[src/rtl/nic_misc_csr_pkg.sv]
// package for the misc control/status register bank of the network controller
// assumes a 20 MHz system clock and a 32-bit AXI4-Lite register bus
package nic_misc_csr_pkg;

  localparam int AXIL_AW = 8;

  // byte offsets of the registers
  localparam logic [7:0] OFS_IRQ_EN = 8'h38;
  localparam logic [7:0] OFS_DROP = 8'h40;
  localparam logic [7:0] OFS_PORT = 8'h48;
  localparam logic [7:0] OFS_TIMER = 8'h58;
  localparam logic [7:0] OFS_WAKE = 8'h68;

  // interrupt enable fields
  localparam int BIT_NORMAL_SUM = 16;
  localparam int BIT_ABNORMAL_SUM = 15;
  localparam int BIT_TX_DESC_UNAVAIL = 2;
  localparam int BIT_TX_STOPPED = 1;
  localparam int BIT_TX_DONE = 0;

  // drop counter fields
  localparam int BIT_DROP_OVF = 16;

  // eeprom port fields
  localparam int BIT_ROM_RD = 14;
  localparam int BIT_ROM_WR = 13;
  localparam int BIT_ROM_SEL = 11;
  localparam int BIT_ROM_DOUT = 3;
  localparam int BIT_ROM_DIN = 2;
  localparam int BIT_ROM_CLK = 1;
  localparam int BIT_ROM_CS = 0;
  localparam logic PORT_PIN_RESET = 1'b1;

  // timer fields and tick period
  localparam int BIT_TIMER_REPEAT = 16;
  localparam int TIMER_TICK_NS = 204000;
  localparam int CLK_PERIOD_NS = 50;
  localparam int TICK_CYCLES = TIMER_TICK_NS / CLK_PERIOD_NS;
  localparam logic [11:0] TICK_LAST = 12'(TICK_CYCLES - 1);

  // wake-up control/status fields
  localparam int BIT_CRC_SEED = 30;
  localparam int BIT_PAT_EN_LO = 25;
  localparam int BIT_LINK_DOWN_EN = 17;
  localparam int BIT_LINK_UP_EN = 16;
  localparam int BIT_WAKE_FRAME_EN = 10;
  localparam int BIT_WAKE_FRAME_RX = 2;
  localparam int BIT_LINK_CHANGE = 0;
  localparam logic [15:0] CRC_SEED_ZERO = 16'h0000;
  localparam logic [15:0] CRC_SEED_ONES = 16'hFFFF;

  localparam logic [1:0] RESP_OKAY = 2'h0;
  localparam logic [1:0] RESP_SLVERR = 2'h2;

  typedef enum {REG_NONE, REG_IRQ_EN, REG_DROP, REG_PORT, REG_TIMER, REG_WAKE} reg_id_t;

  typedef struct packed {
    logic awvalid;
    logic [AXIL_AW-1:0] awaddr;
    logic wvalid;
    logic [31:0] wdata;
    logic [3:0] wstrb;
    logic bready;
    logic arvalid;
    logic [AXIL_AW-1:0] araddr;
    logic rready;
  } axil_req_t;

  typedef struct packed {
    logic awready;
    logic wready;
    logic bvalid;
    logic [1:0] bresp;
    logic arready;
    logic rvalid;
    logic [31:0] rdata;
    logic [1:0] rresp;
  } axil_rsp_t;

endpackage

[src/rtl/nic_misc_csr_bank.sv]
// misc control/status registers: transmit irq enables, drop counter,
// bit-banged eeprom port, count-down timer and wake-up control
// assumes event inputs are single-cycle pulses on clk_sys; link_up and
// rom_dout come from pins and are synchronised here
//
// Functional notes
// tx descriptor unavailable irq needs its enable and normal summary enable.
// tx stopped irq needs its enable and abnormal summary enable.
// tx done irq needs its enable and normal summary; enable resets 0.
// drop count increments on each packet dropped for lack of descriptor.
// reading the drop register clears the drop count.
// count overflow sets bit 16 flag; read clears it.
// eeprom read only while read control and select are set.
// eeprom write only while write control and select are set.
// returned eeprom data shows at read-only bit 3; resets to 1.
// bit 2 drives the data line toward the eeprom; resets to 1.
// software toggles bit 1 to make the eeprom clock; resets to 1.
// chip select asserted while bit 0 is 1; resets to 1.
// timer bit 16 selects repeating mode, else single shot.
// timer loads written 16-bit value, counts down every 204 us.
// crc-16 seed is zeros when bit 30 clear, ones when set.
// pattern matches one to five count only when bits 29..25 enabled.
// link-down enable sets link change flag on up-to-down.
// link-up enable sets link change flag on down-to-up.
// wake frame enable turns matched wake frame into power event.
// link change flag cleared only by write-one or power-up reset.
// normal summary enable gates every enabled normal source.
// abnormal summary enable gates every enabled abnormal source.
// timer flags expiry at zero; reloads in repeat mode, else stops.
// with select clear the eeprom pins stay inactive.
`timescale 1ns/100ps

module nic_misc_csr_bank
  import nic_misc_csr_pkg::*;
(
  input wire logic clk_sys,
  input wire logic rst_n,
  input wire logic por_n,
  input wire axil_req_t axil_req,
  output axil_rsp_t axil_rsp,
  input wire logic tx_desc_unavail_evt,
  input wire logic tx_stopped_evt,
  input wire logic tx_done_evt,
  output logic tx_desc_unavail_irq,
  output logic tx_stopped_irq,
  output logic tx_done_irq,
  input wire logic rx_drop_evt,
  output logic eeprom_chip_sel,
  output logic eeprom_clk,
  output logic eeprom_serial_to_rom,
  input wire logic eeprom_serial_from_rom,
  output logic timer_expired,
  output logic [15:0] crc16_seed,
  output logic [4:0] pattern_match_en,
  input wire logic [4:0] pattern_match,
  input wire logic link_up,
  output logic pm_event_status,
  input wire logic pm_event_clear
);

  typedef struct packed {
    logic normal_summary_irq_en;
    logic abnormal_summary_irq_en;
    logic tx_desc_unavail_irq_en;
    logic tx_stopped_irq_en;
    logic tx_done_irq_en;
    logic [15:0] drop_count;
    logic drop_count_overflow;
    logic eeprom_read_allow;
    logic eeprom_write_allow;
    logic eeprom_port_select;
    logic from_rom;
    logic to_rom;
    logic clk_bit;
    logic chip_sel_bit;
    logic rom_s1;
    logic rom_s2;
    logic timer_repeat_mode;
    logic [15:0] timer_load_value;
    logic [15:0] timer_count;
    logic timer_run;
    logic [11:0] prescale;
    logic timer_exp;
    logic crc16_seed_type;
    logic [4:0] pattern_en;
    logic link_down_detect_en;
    logic link_up_detect_en;
    logic wake_frame_event_en;
    logic pm_evt;
    logic link_s1;
    logic link_s2;
    logic link_s3;
    logic aw_got;
    logic w_got;
    logic [AXIL_AW-1:0] waddr;
    logic [31:0] wdata;
    logic [3:0] wstrb;
    logic bvalid;
    logic [1:0] bresp;
    logic rvalid;
    logic [31:0] rdata;
    logic [1:0] rresp;
  } state_t;

  state_t st_r;
  state_t st_nxt;
  // flags that survive the ordinary reset, cleared only by a write-one or at power-up
  logic link_change_flag_r;
  logic link_change_flag_nxt;
  logic wake_frame_rx_r;
  logic wake_frame_rx_nxt;

  function automatic reg_id_t reg_decode(input logic [AXIL_AW-1:0] addr);
    case (addr)
      OFS_IRQ_EN: reg_decode = REG_IRQ_EN;
      OFS_DROP: reg_decode = REG_DROP;
      OFS_PORT: reg_decode = REG_PORT;
      OFS_TIMER: reg_decode = REG_TIMER;
      OFS_WAKE: reg_decode = REG_WAKE;
      default: reg_decode = REG_NONE;
    endcase
  endfunction

  function automatic logic [31:0] strb_merge(input logic [31:0] old_w,
                                             input logic [31:0] new_w,
                                             input logic [3:0] strb);
    logic [31:0] res;
    res = old_w;
    for (int i = 0; i < 4; i++)
    begin
      if (strb[i])
      begin
        res[i*8 +: 8] = new_w[i*8 +: 8];
      end
    end
    return res;
  endfunction

  logic aw_hs;
  logic w_hs;
  logic ar_hs;
  logic do_write;
  reg_id_t wr_id;
  reg_id_t rd_id;
  logic drop_read;
  logic link_rise;
  logic link_fall;
  logic wake_hit;
  logic tick;
  logic [31:0] wr_word;
  logic [31:0] rd_word;
  logic rom_read_ok;
  logic rom_write_ok;

  assign aw_hs = axil_req.awvalid && axil_rsp.awready;
  assign w_hs = axil_req.wvalid && axil_rsp.wready;
  assign ar_hs = axil_req.arvalid && axil_rsp.arready;
  assign do_write = st_r.aw_got && st_r.w_got && !st_r.bvalid;
  assign wr_id = reg_decode(st_r.waddr);
  assign rd_id = reg_decode(axil_req.araddr);
  assign drop_read = ar_hs && (rd_id == REG_DROP);
  // only the second and third sync stages feed the edge detector
  assign link_rise = st_r.link_s2 && !st_r.link_s3;
  assign link_fall = !st_r.link_s2 && st_r.link_s3;
  assign wake_hit = |(pattern_match & st_r.pattern_en);
  assign tick = st_r.timer_run && (st_r.prescale == TICK_LAST);
  assign rom_read_ok = st_r.eeprom_read_allow && st_r.eeprom_port_select;
  assign rom_write_ok = st_r.eeprom_write_allow && st_r.eeprom_port_select;

  // one register view serves the read path and the byte-lane merge of a write,
  // so a partial write keeps the lanes of the register actually addressed
  function automatic logic [31:0] reg_view(input reg_id_t id);
    logic [31:0] w;
    w = 32'h0000_0000;
    case (id)
      REG_IRQ_EN:
      begin
        w[BIT_NORMAL_SUM] = st_r.normal_summary_irq_en;
        w[BIT_ABNORMAL_SUM] = st_r.abnormal_summary_irq_en;
        w[BIT_TX_DESC_UNAVAIL] = st_r.tx_desc_unavail_irq_en;
        w[BIT_TX_STOPPED] = st_r.tx_stopped_irq_en;
        w[BIT_TX_DONE] = st_r.tx_done_irq_en;
      end
      REG_DROP:
      begin
        w[BIT_DROP_OVF] = st_r.drop_count_overflow;
        w[15:0] = st_r.drop_count;
      end
      REG_PORT:
      begin
        w[BIT_ROM_RD] = st_r.eeprom_read_allow;
        w[BIT_ROM_WR] = st_r.eeprom_write_allow;
        w[BIT_ROM_SEL] = st_r.eeprom_port_select;
        w[BIT_ROM_DOUT] = st_r.from_rom;
        w[BIT_ROM_DIN] = st_r.to_rom;
        w[BIT_ROM_CLK] = st_r.clk_bit;
        w[BIT_ROM_CS] = st_r.chip_sel_bit;
      end
      REG_TIMER:
      begin
        w[BIT_TIMER_REPEAT] = st_r.timer_repeat_mode;
        w[15:0] = st_r.timer_count;
      end
      REG_WAKE:
      begin
        w[BIT_CRC_SEED] = st_r.crc16_seed_type;
        w[BIT_PAT_EN_LO +: 5] = st_r.pattern_en;
        w[BIT_LINK_DOWN_EN] = st_r.link_down_detect_en;
        w[BIT_LINK_UP_EN] = st_r.link_up_detect_en;
        w[BIT_WAKE_FRAME_EN] = st_r.wake_frame_event_en;
        w[BIT_WAKE_FRAME_RX] = wake_frame_rx_r;
        w[BIT_LINK_CHANGE] = link_change_flag_r;
      end
      default: w = 32'h0000_0000;
    endcase
    return w;
  endfunction

  always_comb
  begin
    rd_word = reg_view(rd_id);
  end

  always_comb
  begin
    st_nxt = st_r;
    wr_word = strb_merge(reg_view(wr_id), st_r.wdata, st_r.wstrb);
    link_change_flag_nxt = link_change_flag_r;
    wake_frame_rx_nxt = wake_frame_rx_r;

    st_nxt.link_s1 = link_up;
    st_nxt.link_s2 = st_r.link_s1;
    st_nxt.link_s3 = st_r.link_s2;
    st_nxt.rom_s1 = eeprom_serial_from_rom;
    st_nxt.rom_s2 = st_r.rom_s1;
    if (rom_read_ok)
    begin
      st_nxt.from_rom = st_r.rom_s2;
    end

    // bus write channel: address and data may arrive in either order
    if (aw_hs)
    begin
      st_nxt.aw_got = 1'b1;
      st_nxt.waddr = axil_req.awaddr;
    end
    if (w_hs)
    begin
      st_nxt.w_got = 1'b1;
      st_nxt.wdata = axil_req.wdata;
      st_nxt.wstrb = axil_req.wstrb;
    end
    if (st_r.bvalid && axil_req.bready)
    begin
      st_nxt.bvalid = 1'b0;
    end

    // timer count-down, a write below takes priority
    st_nxt.timer_exp = 1'b0;
    if (st_r.timer_run)
    begin
      st_nxt.prescale = tick ? 12'h000 : 12'(st_r.prescale + 12'h001);
      if (tick)
      begin
        st_nxt.timer_count = 16'(st_r.timer_count - 16'h0001);
        if (st_r.timer_count == 16'h0001)
        begin
          st_nxt.timer_exp = 1'b1;
          st_nxt.timer_run = st_r.timer_repeat_mode;
          st_nxt.timer_count = st_r.timer_repeat_mode ? st_r.timer_load_value : 16'h0000;
        end
      end
    end

    // drop counter: clear on read, a drop in the read cycle still counts
    if (drop_read)
    begin
      st_nxt.drop_count = 16'h0000;
      st_nxt.drop_count_overflow = 1'b0;
    end
    if (rx_drop_evt)
    begin
      st_nxt.drop_count = drop_read ? 16'h0001 : 16'(st_r.drop_count + 16'h0001);
      if (!drop_read && st_r.drop_count == 16'hFFFF)
      begin
        st_nxt.drop_count_overflow = 1'b1;
      end
    end

    if (do_write)
    begin
      st_nxt.aw_got = 1'b0;
      st_nxt.w_got = 1'b0;
      st_nxt.bvalid = 1'b1;
      st_nxt.bresp = (wr_id == REG_NONE) ? RESP_SLVERR : RESP_OKAY;
      case (wr_id)
        REG_IRQ_EN:
        begin
          st_nxt.normal_summary_irq_en = wr_word[BIT_NORMAL_SUM];
          st_nxt.abnormal_summary_irq_en = wr_word[BIT_ABNORMAL_SUM];
          st_nxt.tx_desc_unavail_irq_en = wr_word[BIT_TX_DESC_UNAVAIL];
          st_nxt.tx_stopped_irq_en = wr_word[BIT_TX_STOPPED];
          st_nxt.tx_done_irq_en = wr_word[BIT_TX_DONE];
        end
        REG_PORT:
        begin
          st_nxt.eeprom_read_allow = wr_word[BIT_ROM_RD];
          st_nxt.eeprom_write_allow = wr_word[BIT_ROM_WR];
          st_nxt.eeprom_port_select = wr_word[BIT_ROM_SEL];
          st_nxt.to_rom = wr_word[BIT_ROM_DIN];
          st_nxt.clk_bit = wr_word[BIT_ROM_CLK];
          st_nxt.chip_sel_bit = wr_word[BIT_ROM_CS];
        end
        REG_TIMER:
        begin
          st_nxt.timer_repeat_mode = wr_word[BIT_TIMER_REPEAT];
          st_nxt.timer_load_value = wr_word[15:0];
          st_nxt.timer_count = wr_word[15:0];
          st_nxt.timer_run = (wr_word[15:0] != 16'h0000);
          st_nxt.prescale = 12'h000;
        end
        REG_WAKE:
        begin
          st_nxt.crc16_seed_type = wr_word[BIT_CRC_SEED];
          st_nxt.pattern_en = wr_word[BIT_PAT_EN_LO +: 5];
          st_nxt.link_down_detect_en = wr_word[BIT_LINK_DOWN_EN];
          st_nxt.link_up_detect_en = wr_word[BIT_LINK_UP_EN];
          st_nxt.wake_frame_event_en = wr_word[BIT_WAKE_FRAME_EN];
          if (st_r.wdata[BIT_LINK_CHANGE] && st_r.wstrb[0])
          begin
            link_change_flag_nxt = 1'b0;
          end
          if (st_r.wdata[BIT_WAKE_FRAME_RX] && st_r.wstrb[0])
          begin
            wake_frame_rx_nxt = 1'b0;
          end
        end
        default: st_nxt.bresp = RESP_SLVERR;
      endcase
    end

    // hardware sets win over a write-one clear in the same cycle
    if ((st_r.link_down_detect_en && link_fall) || (st_r.link_up_detect_en && link_rise))
    begin
      link_change_flag_nxt = 1'b1;
    end
    if (wake_hit)
    begin
      wake_frame_rx_nxt = 1'b1;
    end
    if (pm_event_clear)
    begin
      st_nxt.pm_evt = 1'b0;
    end
    if (wake_hit && st_r.wake_frame_event_en)
    begin
      st_nxt.pm_evt = 1'b1;
    end

    // read channel: one outstanding read, data registered
    if (st_r.rvalid && axil_req.rready)
    begin
      st_nxt.rvalid = 1'b0;
    end
    if (ar_hs)
    begin
      st_nxt.rvalid = 1'b1;
      st_nxt.rdata = rd_word;
      st_nxt.rresp = (rd_id == REG_NONE) ? RESP_SLVERR : RESP_OKAY;
    end
  end

  always_ff @(posedge clk_sys or negedge rst_n)
  begin
    if (!rst_n)
    begin
      st_r <= '0;
      st_r.from_rom <= PORT_PIN_RESET;
      st_r.to_rom <= PORT_PIN_RESET;
      st_r.clk_bit <= PORT_PIN_RESET;
      st_r.chip_sel_bit <= PORT_PIN_RESET;
      st_r.rom_s1 <= PORT_PIN_RESET;
      st_r.rom_s2 <= PORT_PIN_RESET;
    end
    else
    begin
      st_r <= st_nxt;
    end
  end

  // these status flags ignore the ordinary reset by design
  always_ff @(posedge clk_sys or negedge por_n)
  begin
    if (!por_n)
    begin
      link_change_flag_r <= 1'b0;
      wake_frame_rx_r <= 1'b0;
    end
    else
    begin
      link_change_flag_r <= link_change_flag_nxt;
      wake_frame_rx_r <= wake_frame_rx_nxt;
    end
  end

  assign axil_rsp.awready = !st_r.aw_got && !st_r.bvalid;
  assign axil_rsp.wready = !st_r.w_got && !st_r.bvalid;
  assign axil_rsp.bvalid = st_r.bvalid;
  assign axil_rsp.bresp = st_r.bresp;
  assign axil_rsp.arready = !st_r.rvalid;
  assign axil_rsp.rvalid = st_r.rvalid;
  assign axil_rsp.rdata = st_r.rdata;
  assign axil_rsp.rresp = st_r.rresp;

  assign tx_desc_unavail_irq = tx_desc_unavail_evt && st_r.tx_desc_unavail_irq_en
    && st_r.normal_summary_irq_en;
  assign tx_stopped_irq = tx_stopped_evt && st_r.tx_stopped_irq_en
    && st_r.abnormal_summary_irq_en;
  assign tx_done_irq = tx_done_evt && st_r.tx_done_irq_en && st_r.normal_summary_irq_en;

  // pins idle low whenever the port is not selected and enabled
  assign eeprom_chip_sel = (rom_read_ok || rom_write_ok) && st_r.chip_sel_bit;
  assign eeprom_clk = (rom_read_ok || rom_write_ok) && st_r.clk_bit;
  assign eeprom_serial_to_rom = rom_write_ok && st_r.to_rom;
  assign timer_expired = st_r.timer_exp;
  assign crc16_seed = st_r.crc16_seed_type ? CRC_SEED_ONES : CRC_SEED_ZERO;
  assign pattern_match_en = st_r.pattern_en;
  assign pm_event_status = st_r.pm_evt;
endmodule // nic_misc_csr_bank

[config.mk]
export PLATFORM = sky130hd
export DESIGN_NAME = nic_misc_csr_bank
export DESIGN_NICKNAME = d
export VERILOG_FILES = /design/src/rtl/nic_misc_csr_pkg.sv /design/src/rtl/nic_misc_csr_bank.sv
export SDC_FILE = /design/constraint.sdc
export NUM_CORES = 1
export LEC_CHECK = 0
export ABC_AREA = 0
export CORE_MARGIN = 2
export CORE_UTILIZATION = 66
export CTS_BUF_LIST = sky130_fd_sc_hd__clkbuf_8
export DETAILED_ROUTE_END_ITERATION = 16
export DONT_BUFFER_PORTS = 1
export GPL_TIMING_DRIVEN = 0
export MAX_ROUTING_LAYER = met4
export PLACE_DENSITY = 0.92
export REMOVE_ABC_BUFFERS = 1
export SLEW_MARGIN = 20
export SYNTH_ARGS = -nofsm -noshare
export SYNTH_HDL_FRONTEND = slang
export SYNTH_SLANG_ARGS = --single-unit
[constraint.sdc]
create_clock -name clk_sys -period 3 [get_ports clk_sys]
set_input_delay 0.6 -clock clk_sys [delete_from_list [all_inputs] [get_ports clk_sys]]
set_output_delay 0.6 -clock clk_sys [all_outputs]
set_load 0.005 [all_outputs]
* Yosys cells after proc, flatten, opt, wreduce, memory -nomap -nowiden *
Cells that the tools add are included.

storage, ports and cells
  register bits = 168
  latch bits = 0
  memory bits (writable) = 0
  memory bits (read-only) = 0
  output and inout port bits = 70
  logic and storage cells = 200
  memories = 0

operators by class
  $add $sub $neg = 3
  multipliers = 0
  div/mod/pow operators = 0
  magnitude comparators = 0
  equality and inequality tests = 25
  shifts and indexed selects = 0
  mux-type cells = 64
  bitwise gates (word level) = 1
  reductions and logical operators = 64

operators by type and width
  operator                                                                number
  32-bit by 3-bit equality test with 1-bit output, second input constant  5
  32-bit by 2-bit equality test with 1-bit output, second input constant  4
  17-bit 2-to-1 mux                                                       4
  32-bit by 1-bit equality test with 1-bit output, second input constant  2
  8-bit by 7-bit equality test with 1-bit output, second input constant   8
  32-bit zero test                                                        2
  29-bit 2-to-1 mux                                                       2
  16-bit 2-to-1 mux                                                       3
  35-bit 2-to-1 mux                                                       1
  1-bit logical AND                                                       30
  30-bit 2-to-1 mux                                                       1
  3-bit one-hot mux with 5 select lines                                   2
  1-bit one-hot mux with 3 select lines                                   8
  6-bit one-hot mux with 2 select lines                                   2
  2-bit nonzero test                                                      12
  1-bit one-hot mux with 5 select lines                                   4
  1-bit 2-to-1 mux                                                        19
  16-bit by 1-bit adder with 16-bit output, second input constant         1
  16-bit by 1-bit equality test with 1-bit output, second input constant  1
  16-bit equality test, second input constant                             1
  8-bit by 6-bit equality test with 1-bit output, second input constant   2
  8-bit 2-to-1 mux                                                        2
  16-bit nonzero test                                                     1
  16-bit by 1-bit subtractor with 16-bit output, second input constant    1
  17 further kinds                                                        39

* Logic depth before layout (Yosys ltp) *
Gate-level depths: netlist of run 1.

  depth in word-level cells = 8
  mapped depth = 9
  depth with buffers taken out = 7

* Least setup slack after synthesis of run 1 *
Ideal clock, no wire load.

  path type = register to register
  start point = register st_r[118] in the netlist's numbering
  end point = register st_r[119] in the netlist's numbering
  setup time = 141 ps
  arrival = 2,177 ps
  setup slack = 681 ps
  stages on the path, launching flop included = 10
  buffers on the path = 3
  period minus slack after synthesis = 2,319 ps
  cell sequence = dfrtp_1 > buf_6 > or4_1 > or3_1 > buf_6 > or2_4 > buf_6 > a32o_1 > nand2_1 > a31oi_1

RTL lines
  item                    line                      text
  start, declared         nic_misc_csr_bank.sv:105  state_t st_r;
  start signal, assigned  nic_misc_csr_bank.sv:387  st_r <= st_nxt;

==> out/summary.txt, run 1 <==
Rel. slew slack: 0.289
Status: finished, violations left
CTS sink cnt: 159
1st-iter DRT viols: 841
Most frequently used flop master after synthesis: dfrtp_1
Post-Synth Simple-Gate Area: 0.168
Startpoint types: flip-flop
YS warnings: 0
Clock network power share: 0.253
Top cell family by delay on the critical path: simple AND/OR/NAND/NOR gates
Flop2flop setup slack: 0.11 ns
Final min period: 2.89 ns
Layout cells sized above 1: 0.148
Initial antenna violation count: 0
HP Class: primary input to asynchronous set/reset pin
Port Buf Inserts: 0
GPL Wtd Cong: 0.954
Util after Layout: 0.691
Register Area: 0.00399 sq mm
GR Overflow Total: 0
Synth top area share: 0.463
Fin nets: 851
Commonest non-fill, non-tap cell in the layout: dfrtp_1
Gate power share: 0.266
Worst hold slack: -0.188 ns
Setup violations, final: 0
Die width: 116 um
Average wire per standard cell: 21.1 um
Largest family of logic cells by synthesized area: simple AND/OR/NAND/NOR gates
Setup WS post-layout: 0.106 ns
WS Path Type: flip-flop to flip-flop
Clock root buffer: clkbuf_8
Final Cycle Share: 0.965
Final Power: 6.73 mW
Routed wire length: 20200 um
Sequential power share: 0.480
Core Box Area: 0.0121 sq mm
P_sw: 2.53 mW
Post-route setup TNS: 0 ns
H-tree levels: 4
Vias in the first global route: 6328
Synth Area in Compound Gates: 0.144
Pleak: 3.62 nW
Post-synth EDFFs: 0
XOR/XNOR Fraction of Synth Area: 0.0244
Mean post-synth cell area: 9.75 sq um
Failing checks: negative hold slack
TritonCTS Buffers: 17
Largest net degree at the start of global routing: 158
Max-Cap Viols: 0
VDD IR-drop max: 0.849 mV
Netlist cell types: 65
DR DRC count: 0
Gr busiest metal: met2
Initial DRT Pass Iterations: 6
Post-synth design cell area: 0.00826 sq mm
Met3 usage: 0.0968
Max Clk Rate: 346 MHz
Dpl hpwl: 14000 um
Cells after Synth: 847
Clock latency at the later pin of the worst-skew pair: 0.48 ns
Buf/Inv on CP: 0
Initial Util: 0.682
Flops & latches, synth: 159
Fillcell total: 845
Hold buffer count at CTS: 1
Multiplexer area fraction after synthesis: 0.0872
Synth area leaders: dfrtp_1 (46%), mux2_2 (7.6%), buf_4 (5.5%)
Max-slew violations: 0
Row cnt: 40
Gr usage total: 0.326
Clk slew on worst S/H paths: 0.09 ns
Met2 usage: 0.483
Max clock buf depth: 2
Worst-Margin Slew: 1.06 ns
Critical Path Sink Type: flip-flop
Worst-path cell chain: nor2_1 > a22oi_1 > o31ai_1 > nor4_1 > nand4_1 > o41a_1
CTS tree: yes
Die footprint: 0.0134 sq mm
Final hold violations: 151
WP data required: 3.35 ns
Commonest cells after routing, fill and taps aside: dfrtp_1 (153), nand2_1 (114), nor2_1 (68)
Ys async rst share: 1.00
Post-route ant nets: 0
Critical path arrival: 3.25 ns
Met1 usage: 0.420
Final clock skew: 0.0147 ns
Postcts setup bufs: 0
Via count: 6456
Worst path slowest cell: dfrtp_1
Post-DR vias/cell: 6.75
Crit Path Max Fanout: 20
CP max stage delay: 0.84 ns
Die Span Y: 116 um
RSZ-0062 raised after global routing: false
Area grow syn2layout: 1.32%
Multi-input logic area: 0.00363 sq mm
Adder-Cell Fraction of Synth Area: 0.00606
PD cells: 804 mW/mm^2
Switching Fraction: 0.376
Dpl ws: -0.0618 ns
I/O pins: 142
Int Power: 4.20 mW
# diodes: 0
First-pass GRT wire length: 32500 um
Register area share after synthesis: 0.483
Area leader, netlist: dfrtp_1
worst register-to-register path: stages, from the launching register on:
cell and delay [ns]:
dfrtp_1 0.84, nor2_1 0.38, a22oi_1 0.34, o31ai_1 0.11, nor4_1 0.47, nand4_1 0.19
o41a_1 0.44
per-stage QoR:
| step | instance area [sq um] | hold slack, ns | instances |
|---|---|---|---|
| final | 8370 | -0.188 | 956 |
| after global routing | 8370 | -0.215 | 956 |
| after CTS | 8360 | -0.206 | 956 |
| after detailed placement | 7930 | 0.305 | 923 |
| after global placement | 7850 | 0.305 | 917 |
| after floorplan | 7640 | 0.304 | 749 |
per-layer routing:
metal  wire length, um  part of all wire
met4               601             0.030
met1              7910              0.39
met3              2080              0.10
met2              9610              0.48
met5                 0                 0
timing repair:
item | CTS | global route
resized for setup | 0 | 1
endpoints found under the hold margin | 159 | 151
endpoints found under the setup margin | 0 | 2
cell usage after synthesis (3+ instances only):
cell type	n
and2_1	4
a222oi_1	6
nand2b_1	6
or4_1	8
dfrtp_1	153
o21ai_0	52
and4_1	3
ha_1	4
nor3_1	16
and3_1	9
a21o_1	8
o21ai_1	5
nand3_1	16
buf_1	3
a32oi_1	4
a31oi_1	8
nor4_1	6
dfstp_2	6
nand4_1	15
nor2b_1	5
o22ai_1	5
a211oi_1	4
o31ai_1	11
nand2_1	115
a21oi_1	23
buf_4	60
mux2_2	56
clkbuf_1	37
nor2_1	69
a32o_1	5
inv_1	17
xor2_1	13
buf_6	3
a22oi_1	23
buf_2	4
or3_1	8
xnor2_1	10
o21a_1	4
mux2i_1	9
power by group through the flow:
stage / clock (mW) / combinational [mW] / sequential, mW
after detailed placement: 0 / 1.74 / 3.23
final: 1.70 / 1.79 / 3.24
after floorplan: 0 / 1.39 / 2.99
after global routing: 1.81 / 1.96 / 3.28
after global placement: 0 / 1.66 / 3.18
after CTS: 1.72 / 1.75 / 3.19
sequential cells by signal, summed over array words and instances (netlist names):
| name | flops |
|---|---|
| axil_rsp | 28 |
| pm_event_status | 1 |
| st_nxt | 3 |
| link_change_flag_r | 1 |
| pattern_match_en | 5 |
| wake_frame_rx_r | 1 |
| st_r | 119 |
| timer_expired | 1 |
final timing paths:
path	startpoint	depth (start not counted)	endpoint
max	st_r[78]	6	st_r[110]
min	rst_n	0	st_r[74]
max reg2reg	st_r[78]	6	st_r[110]
min reg2reg	st_nxt[144]	0	st_r[144]
max in group asynchronous	por_n	1	link_change_flag_r
min in group clk_sys	eeprom_serial_from_rom	0	st_nxt[144]
kinds of logic after synthesis:
group / Yosys count
AOI/OAI and AO/OA: 179
xor gates and xnor gates: 23
adders and majority gates: 4
buffers and inverters: 124
DFF: 159
muxes: 65
other: 1
and+or+nand+nor: 292
final cells by class:
type | instances | area share
Clock buffer | 17 | 0.0280
Clock inverter | 15 | 0.0229
Inverter | 17 | 0.00762
Multi-Input combinational cell | 573 | 0.434
Sequential cell | 159 | 0.476
Tap cell | 168 | 0.0251
Timing Repair Buffer | 7 | 0.00598
(Power assumes the default switching activity.)
==> inputs of run 2 (changes only) <==
==> constraint.sdc (replaced) <==
create_clock -name clk_sys -period 3.1 [get_ports clk_sys]
set_input_delay 0.62 -clock clk_sys [delete_from_list [all_inputs] [get_ports clk_sys]]
set_output_delay 0.62 -clock clk_sys [all_outputs]
set_load 0.005 [all_outputs]
==> run 2 against run 1 <==
The run still ends with negative hold slack left. Combinational power decreased by 3%. Sequential share of layout area is essentially flat. Critical path depth unchanged. Die area stayed put. Fmax shrank 0.54%. Sequential power shrank 3%. Hold slack better by 0.018 ns. Routed wire length fell by 0.36%. Core utilization barely moved. Via count fell by 0.53%. Clock skew about the same.
==> out/summary.txt, run 2 (synthesis results as in run 1) <==
Status: finished, violations left
Failing checks: negative hold slack
Post-CTS resize count: 0
Final clock skew: 0.0146 ns
Core Box Area: 0.0121 sq mm
Initial antenna violation count: 0
Worst reg2reg path depth: 6
H-tree levels: 4
Initial Util: 0.682
Buf/Inv on CP: 0
Post-route ant nets: 0
Worst-Margin Slew: 1.07 ns
Setup WS post-layout: 0.191 ns
Fin nets: 851
Clock latency at the later pin of the worst-skew pair: 0.48 ns
CP max stage delay: 0.83 ns
Gr usage total: 0.326
HP Class: primary input to asynchronous set/reset pin
Layout cells sized above 1: 0.147
RSZ-0062 raised after global routing: false
Max reg flops: 119
Commonest non-fill, non-tap cell in the layout: dfrtp_1
Critical Path Sink Type: flip-flop
1st-iter DRT viols: 847
Dpl cell area: 0.00793 sq mm
PD cells: 777 mW/mm^2
Worst path slowest cell: dfrtp_1
Commonest cells after routing, fill and taps aside: dfrtp_1 (153), nand2_1 (114), nor2_1 (69)
Worst-path cell chain: nor2_1 > and3_1 > o2bb2ai_1 > mux2i_1 > nand4_1 > o41a_1
Row cnt: 40
Critical path arrival: 3.26 ns
Max-Cap Viols: 0
Crit Path Max Fanout: 20
Layout Cell Area excl Fill: 0.00837 sq mm
Startpoint types: flip-flop
Max clock buf depth: 2
Area grow syn2layout: 1.29%
Rel. slew slack: 0.284
Dpl hpwl: 14000 um
DR DRC count: 0
GPL Wtd Cong: 0.954
Setup violations, final: 0
Util after Layout: 0.691
Post-DR vias/cell: 6.72
Max Clk Rate: 344 MHz
Dpl ws: 0.0182 ns
Final hold violations: 151
Fin cells: 956
Die Span Y: 116 um
Clock root buffer: clkbuf_8
Crit path depth: 6
Routed wire length: 20100 um
Final min period: 2.91 ns
# diodes: 0
Via count: 6422
Max-slew violations: 0
VDD IR-drop max: 0.818 mV
CTS sink cnt: 159
Port Buf Inserts: 0
Die footprint: 0.0134 sq mm
Die width: 116 um
Vias in the first global route: 6328
Largest Register: st_r
Average wire per standard cell: 21.1 um
Largest net degree at the start of global routing: 158
Initial DRT Pass Iterations: 6
Hold buffer count at CTS: 1
GR Overflow Total: 0
WP data required: 3.45 ns
Postcts setup bufs: 0
Pleak: 3.62 nW
Top cell family by delay on the critical path: simple AND/OR/NAND/NOR gates
First-pass GRT wire length: 32500 um
Worst hold slack: -0.170 ns
I/O pins: 142
WS Path Type: flip-flop to flip-flop
Placed Instances: 923
TritonCTS Buffers: 17
Clk slew on worst S/H paths: 0.09 ns
CTS tree: yes
Final Cycle Share: 0.939
-- run 2: changes by cell type in the layout (fill, tap and decap cells not counted) --
| cell | change |
|---|---|
| nor2_2 | -1 |
| nor2_1 | +1 |
-- run 2: power breakdown --
group | internal [mW] | leakage, nW | switching [mW] | total (mW)
Clock | 0.760 | 0.211 | 0.891 | 1.65
Sequential | 2.51 | 2.09 | 0.621 | 3.13
Combinational | 0.799 | 1.32 | 0.927 | 1.73
-- run 2: worst register-to-register path: cells and delay by family (launching register included) --
family | cells | cell delay [ns]
flip-flops | 1 | 0.83
AO/OA/AOI/OAI | 2 | 0.57
AND/OR/NAND/NOR | 3 | 0.93
multiplexers | 1 | 0.45
-- run 2: layer usage --
metal	track usage	vias up	share of wire	routed length, um
li1	-	2794	-	-
met1	0.420	3115	0.38	7730
met2	0.483	438	0.48	9560
met3	0.0968	75	0.11	2180
met4	0.141	0	0.033	655
met5	-	-	0	0
-- run 2: cell type report --
type	instances	area (sq um)
well taps	168	210
inverters	17	63.8
clock inverters	15	191
flip-flops and latches	159	3990
multi-input cells	573	3630
fillers	846	3740
clock buffers	17	234
repair buffers	7	50.0
-- run 2: path summary, 6_finish.rpt --
| check | start | endpoint | slack, ns |
|---|---|---|---|
| worst min register to register | st_nxt[144] | st_r[144] | 0.36 |
| worst max-delay path | st_r[78] | st_r[110] | 0.19 |
| min in group clk_sys | eeprom_serial_from_rom | st_nxt[144] | 0.13 |
| max in group asynchronous | por_n | link_change_flag_r | 2.61 |
| worst min-delay path | rst_n | st_r[74] | -0.17 |
| worst max register to register | st_r[78] | st_r[110] | 0.19 |
-- run 2: metrics by stage --
step | power (mW) | TNS, ns
floorplan | 4.24 | -0.164
global placement | 4.68 | -50.31
detailed placement | 4.81 | 0
CTS | 6.44 | 0
global route | 6.82 | 0
finish | 6.50 | 0
==> inputs of run 3 (changes only) <==
==> constraint.sdc (replaced) <==
create_clock -name clk_sys -period 2.7 [get_ports clk_sys]
set_input_delay 0.54 -clock clk_sys [delete_from_list [all_inputs] [get_ports clk_sys]]
set_output_delay 0.54 -clock clk_sys [all_outputs]
set_load 0.02 [all_outputs]
==> run 3 against run 2 <==
The run still ends with negative hold slack left. Combinational power is 23% higher. Clock power increased by 8%. Sequential cell count unchanged. Critical path type unchanged. Largest power group unchanged.
==> out/summary.txt, run 3 (synthesis results as in run 1) <==
Status: finished, violations left
Failing checks: negative hold slack
WP data required: 3.04 ns
Setup violations, final: 0
Max-Cap Viols: 0
First-pass GRT wire length: 33200 um
VDD IR-drop max: 0.970 mV
Final Cycle Share: 0.974
GR Overflow Total: 0
CTS sink cnt: 159
Max-slew violations: 0
Max clock buf depth: 2
Fin nets: 853
Initial DRT Pass Iterations: 6
PD cells: 895 mW/mm^2
Gr usage total: 0.334
Core Box Area: 0.0121 sq mm
Final clock skew: 0.0159 ns
Critical Path Sink Type: flip-flop
Startpoint types: flip-flop
Setup WS post-layout: 0.0693 ns
Commonest non-fill, non-tap cell in the layout: dfrtp_1
Util after Layout: 0.695
Largest net degree at the start of global routing: 158
Worst hold slack: -0.233 ns
Pleak: 3.62 nW
Post-DR vias/cell: 6.84
Die Span Y: 116 um
Final hold violations: 151
Rel. slew slack: 0.295
CTS tree: yes
Average wire per standard cell: 21.5 um
TritonCTS Buffers: 17
Max Clk Rate: 380 MHz
Layout cells sized above 1: 0.159
Post-route ant nets: 0
Initial antenna violation count: 0
DR DRC count: 0
Commonest cells after routing, fill and taps aside: dfrtp_1 (150), nand2_1 (114), nor2_1 (68)
GPL Wtd Cong: 0.954
Postcts setup bufs: 0
Hold buffer count at CTS: 1
Largest Register: st_r
HP Class: primary input to asynchronous set/reset pin
Port Buf Inserts: 0
Critical path arrival: 2.97 ns
Row cnt: 40
Dpl hpwl: 14200 um
Vias in the first global route: 6461
RSZ-0062 raised after global routing: false
Dpl ws: -0.344 ns
Final min period: 2.63 ns
Crit Path Max Fanout: 12
H-tree levels: 4
WS Path Type: flip-flop to flip-flop
Die width: 116 um
Max reg flops: 119
Die footprint: 0.0134 sq mm
I/O pins: 142
Clock root buffer: clkbuf_8
1st-iter DRT viols: 856
# diodes: 0
Clock latency at the later pin of the worst-skew pair: 0.46 ns
Worst-Margin Slew: 1.05 ns
Routed wire length: 20600 um
Area grow syn2layout: 1.95%
Via count: 6549
Clk slew on worst S/H paths: 0.09 ns
Initial Util: 0.682
run 3: cell types whose count changed in the layout (fill, tap and decap cells not counted), sizes merged:
| cell | previous run | this run |
|---|---|---|
| buf | 6 | 8 |
| clkinv | 1 | 4 |
| inv | 27 | 25 |
| bufinv | 2 | 1 |
run 3: worst max-delay path: stages, from the launching register on:
cell and delay [ns]:
dfrtp_1 0.62, nor2b_1 0.18, nand2_1 0.43, o31ai_1 0.17, nor4_1 0.45, nand4_1 0.19, o41a_1 0.45
run 3: power breakdown:
| part | internal [mW] | switching [mW] |
|---|---|---|
| sequential | 2.88 | 0.750 |
| clock | 0.778 | 1.00 |
| combinational | 0.948 | 1.18 |
| total | 4.61 | 2.93 |
run 3: routing by layer:
layer,global-route usage,vias to the layer above,part of all wire
li1,-,2811,-
met1,0.421,3172,0.37
met2,0.508,488,0.48
met3,0.101,78,0.11
met4,0.136,0,0.032
met5,-,-,0
run 3: final timing paths:
check	from	end	slack, ns	cells after the start
setup / recovery	st_r[79]	st_r[110]	0.07	6
hold / removal	rst_n	st_r[74]	-0.23	0
setup reg to reg	st_r[79]	st_r[110]	0.07	6
hold reg to reg	st_nxt[144]	st_r[144]	0.37	0
max in group asynchronous	por_n	wake_frame_rx_r	2.27	1
min in group clk_sys	eeprom_serial_from_rom	st_nxt[144]	0.06	0
run 3: repair_timing:
item,4_1_cts,5_1_grt
resized for setup,5,7
gates cloned,0,0
endpoints found under the setup margin,9,16
pin swaps,0,0
endpoints found under the hold margin,159,157
run 3: cell type report:
cell class | count | area, sq um
clock buffer | 17 | 234
clock inverter | 15 | 170
fill | 829 | 3690
inverter | 17 | 63.8
multi-input combinational | 573 | 3670
sequential | 159 | 3990
tap | 168 | 210
timing repair buffer | 9 | 81.3
run 3: stage by stage:
stage	power, mW	setup TNS (ns)	instance area [sq um]	instances	hold WS [ns]
floorplan	4.94	-6.40	7640	749	0.244
global placement	5.44	-86.81	7850	917	0.245
detailed placement	5.60	-3.54	7960	925	0.245
CTS	7.40	0	8390	958	-0.256
global route	7.90	0	8420	958	-0.278
finish	7.54	0	8420	958	-0.233
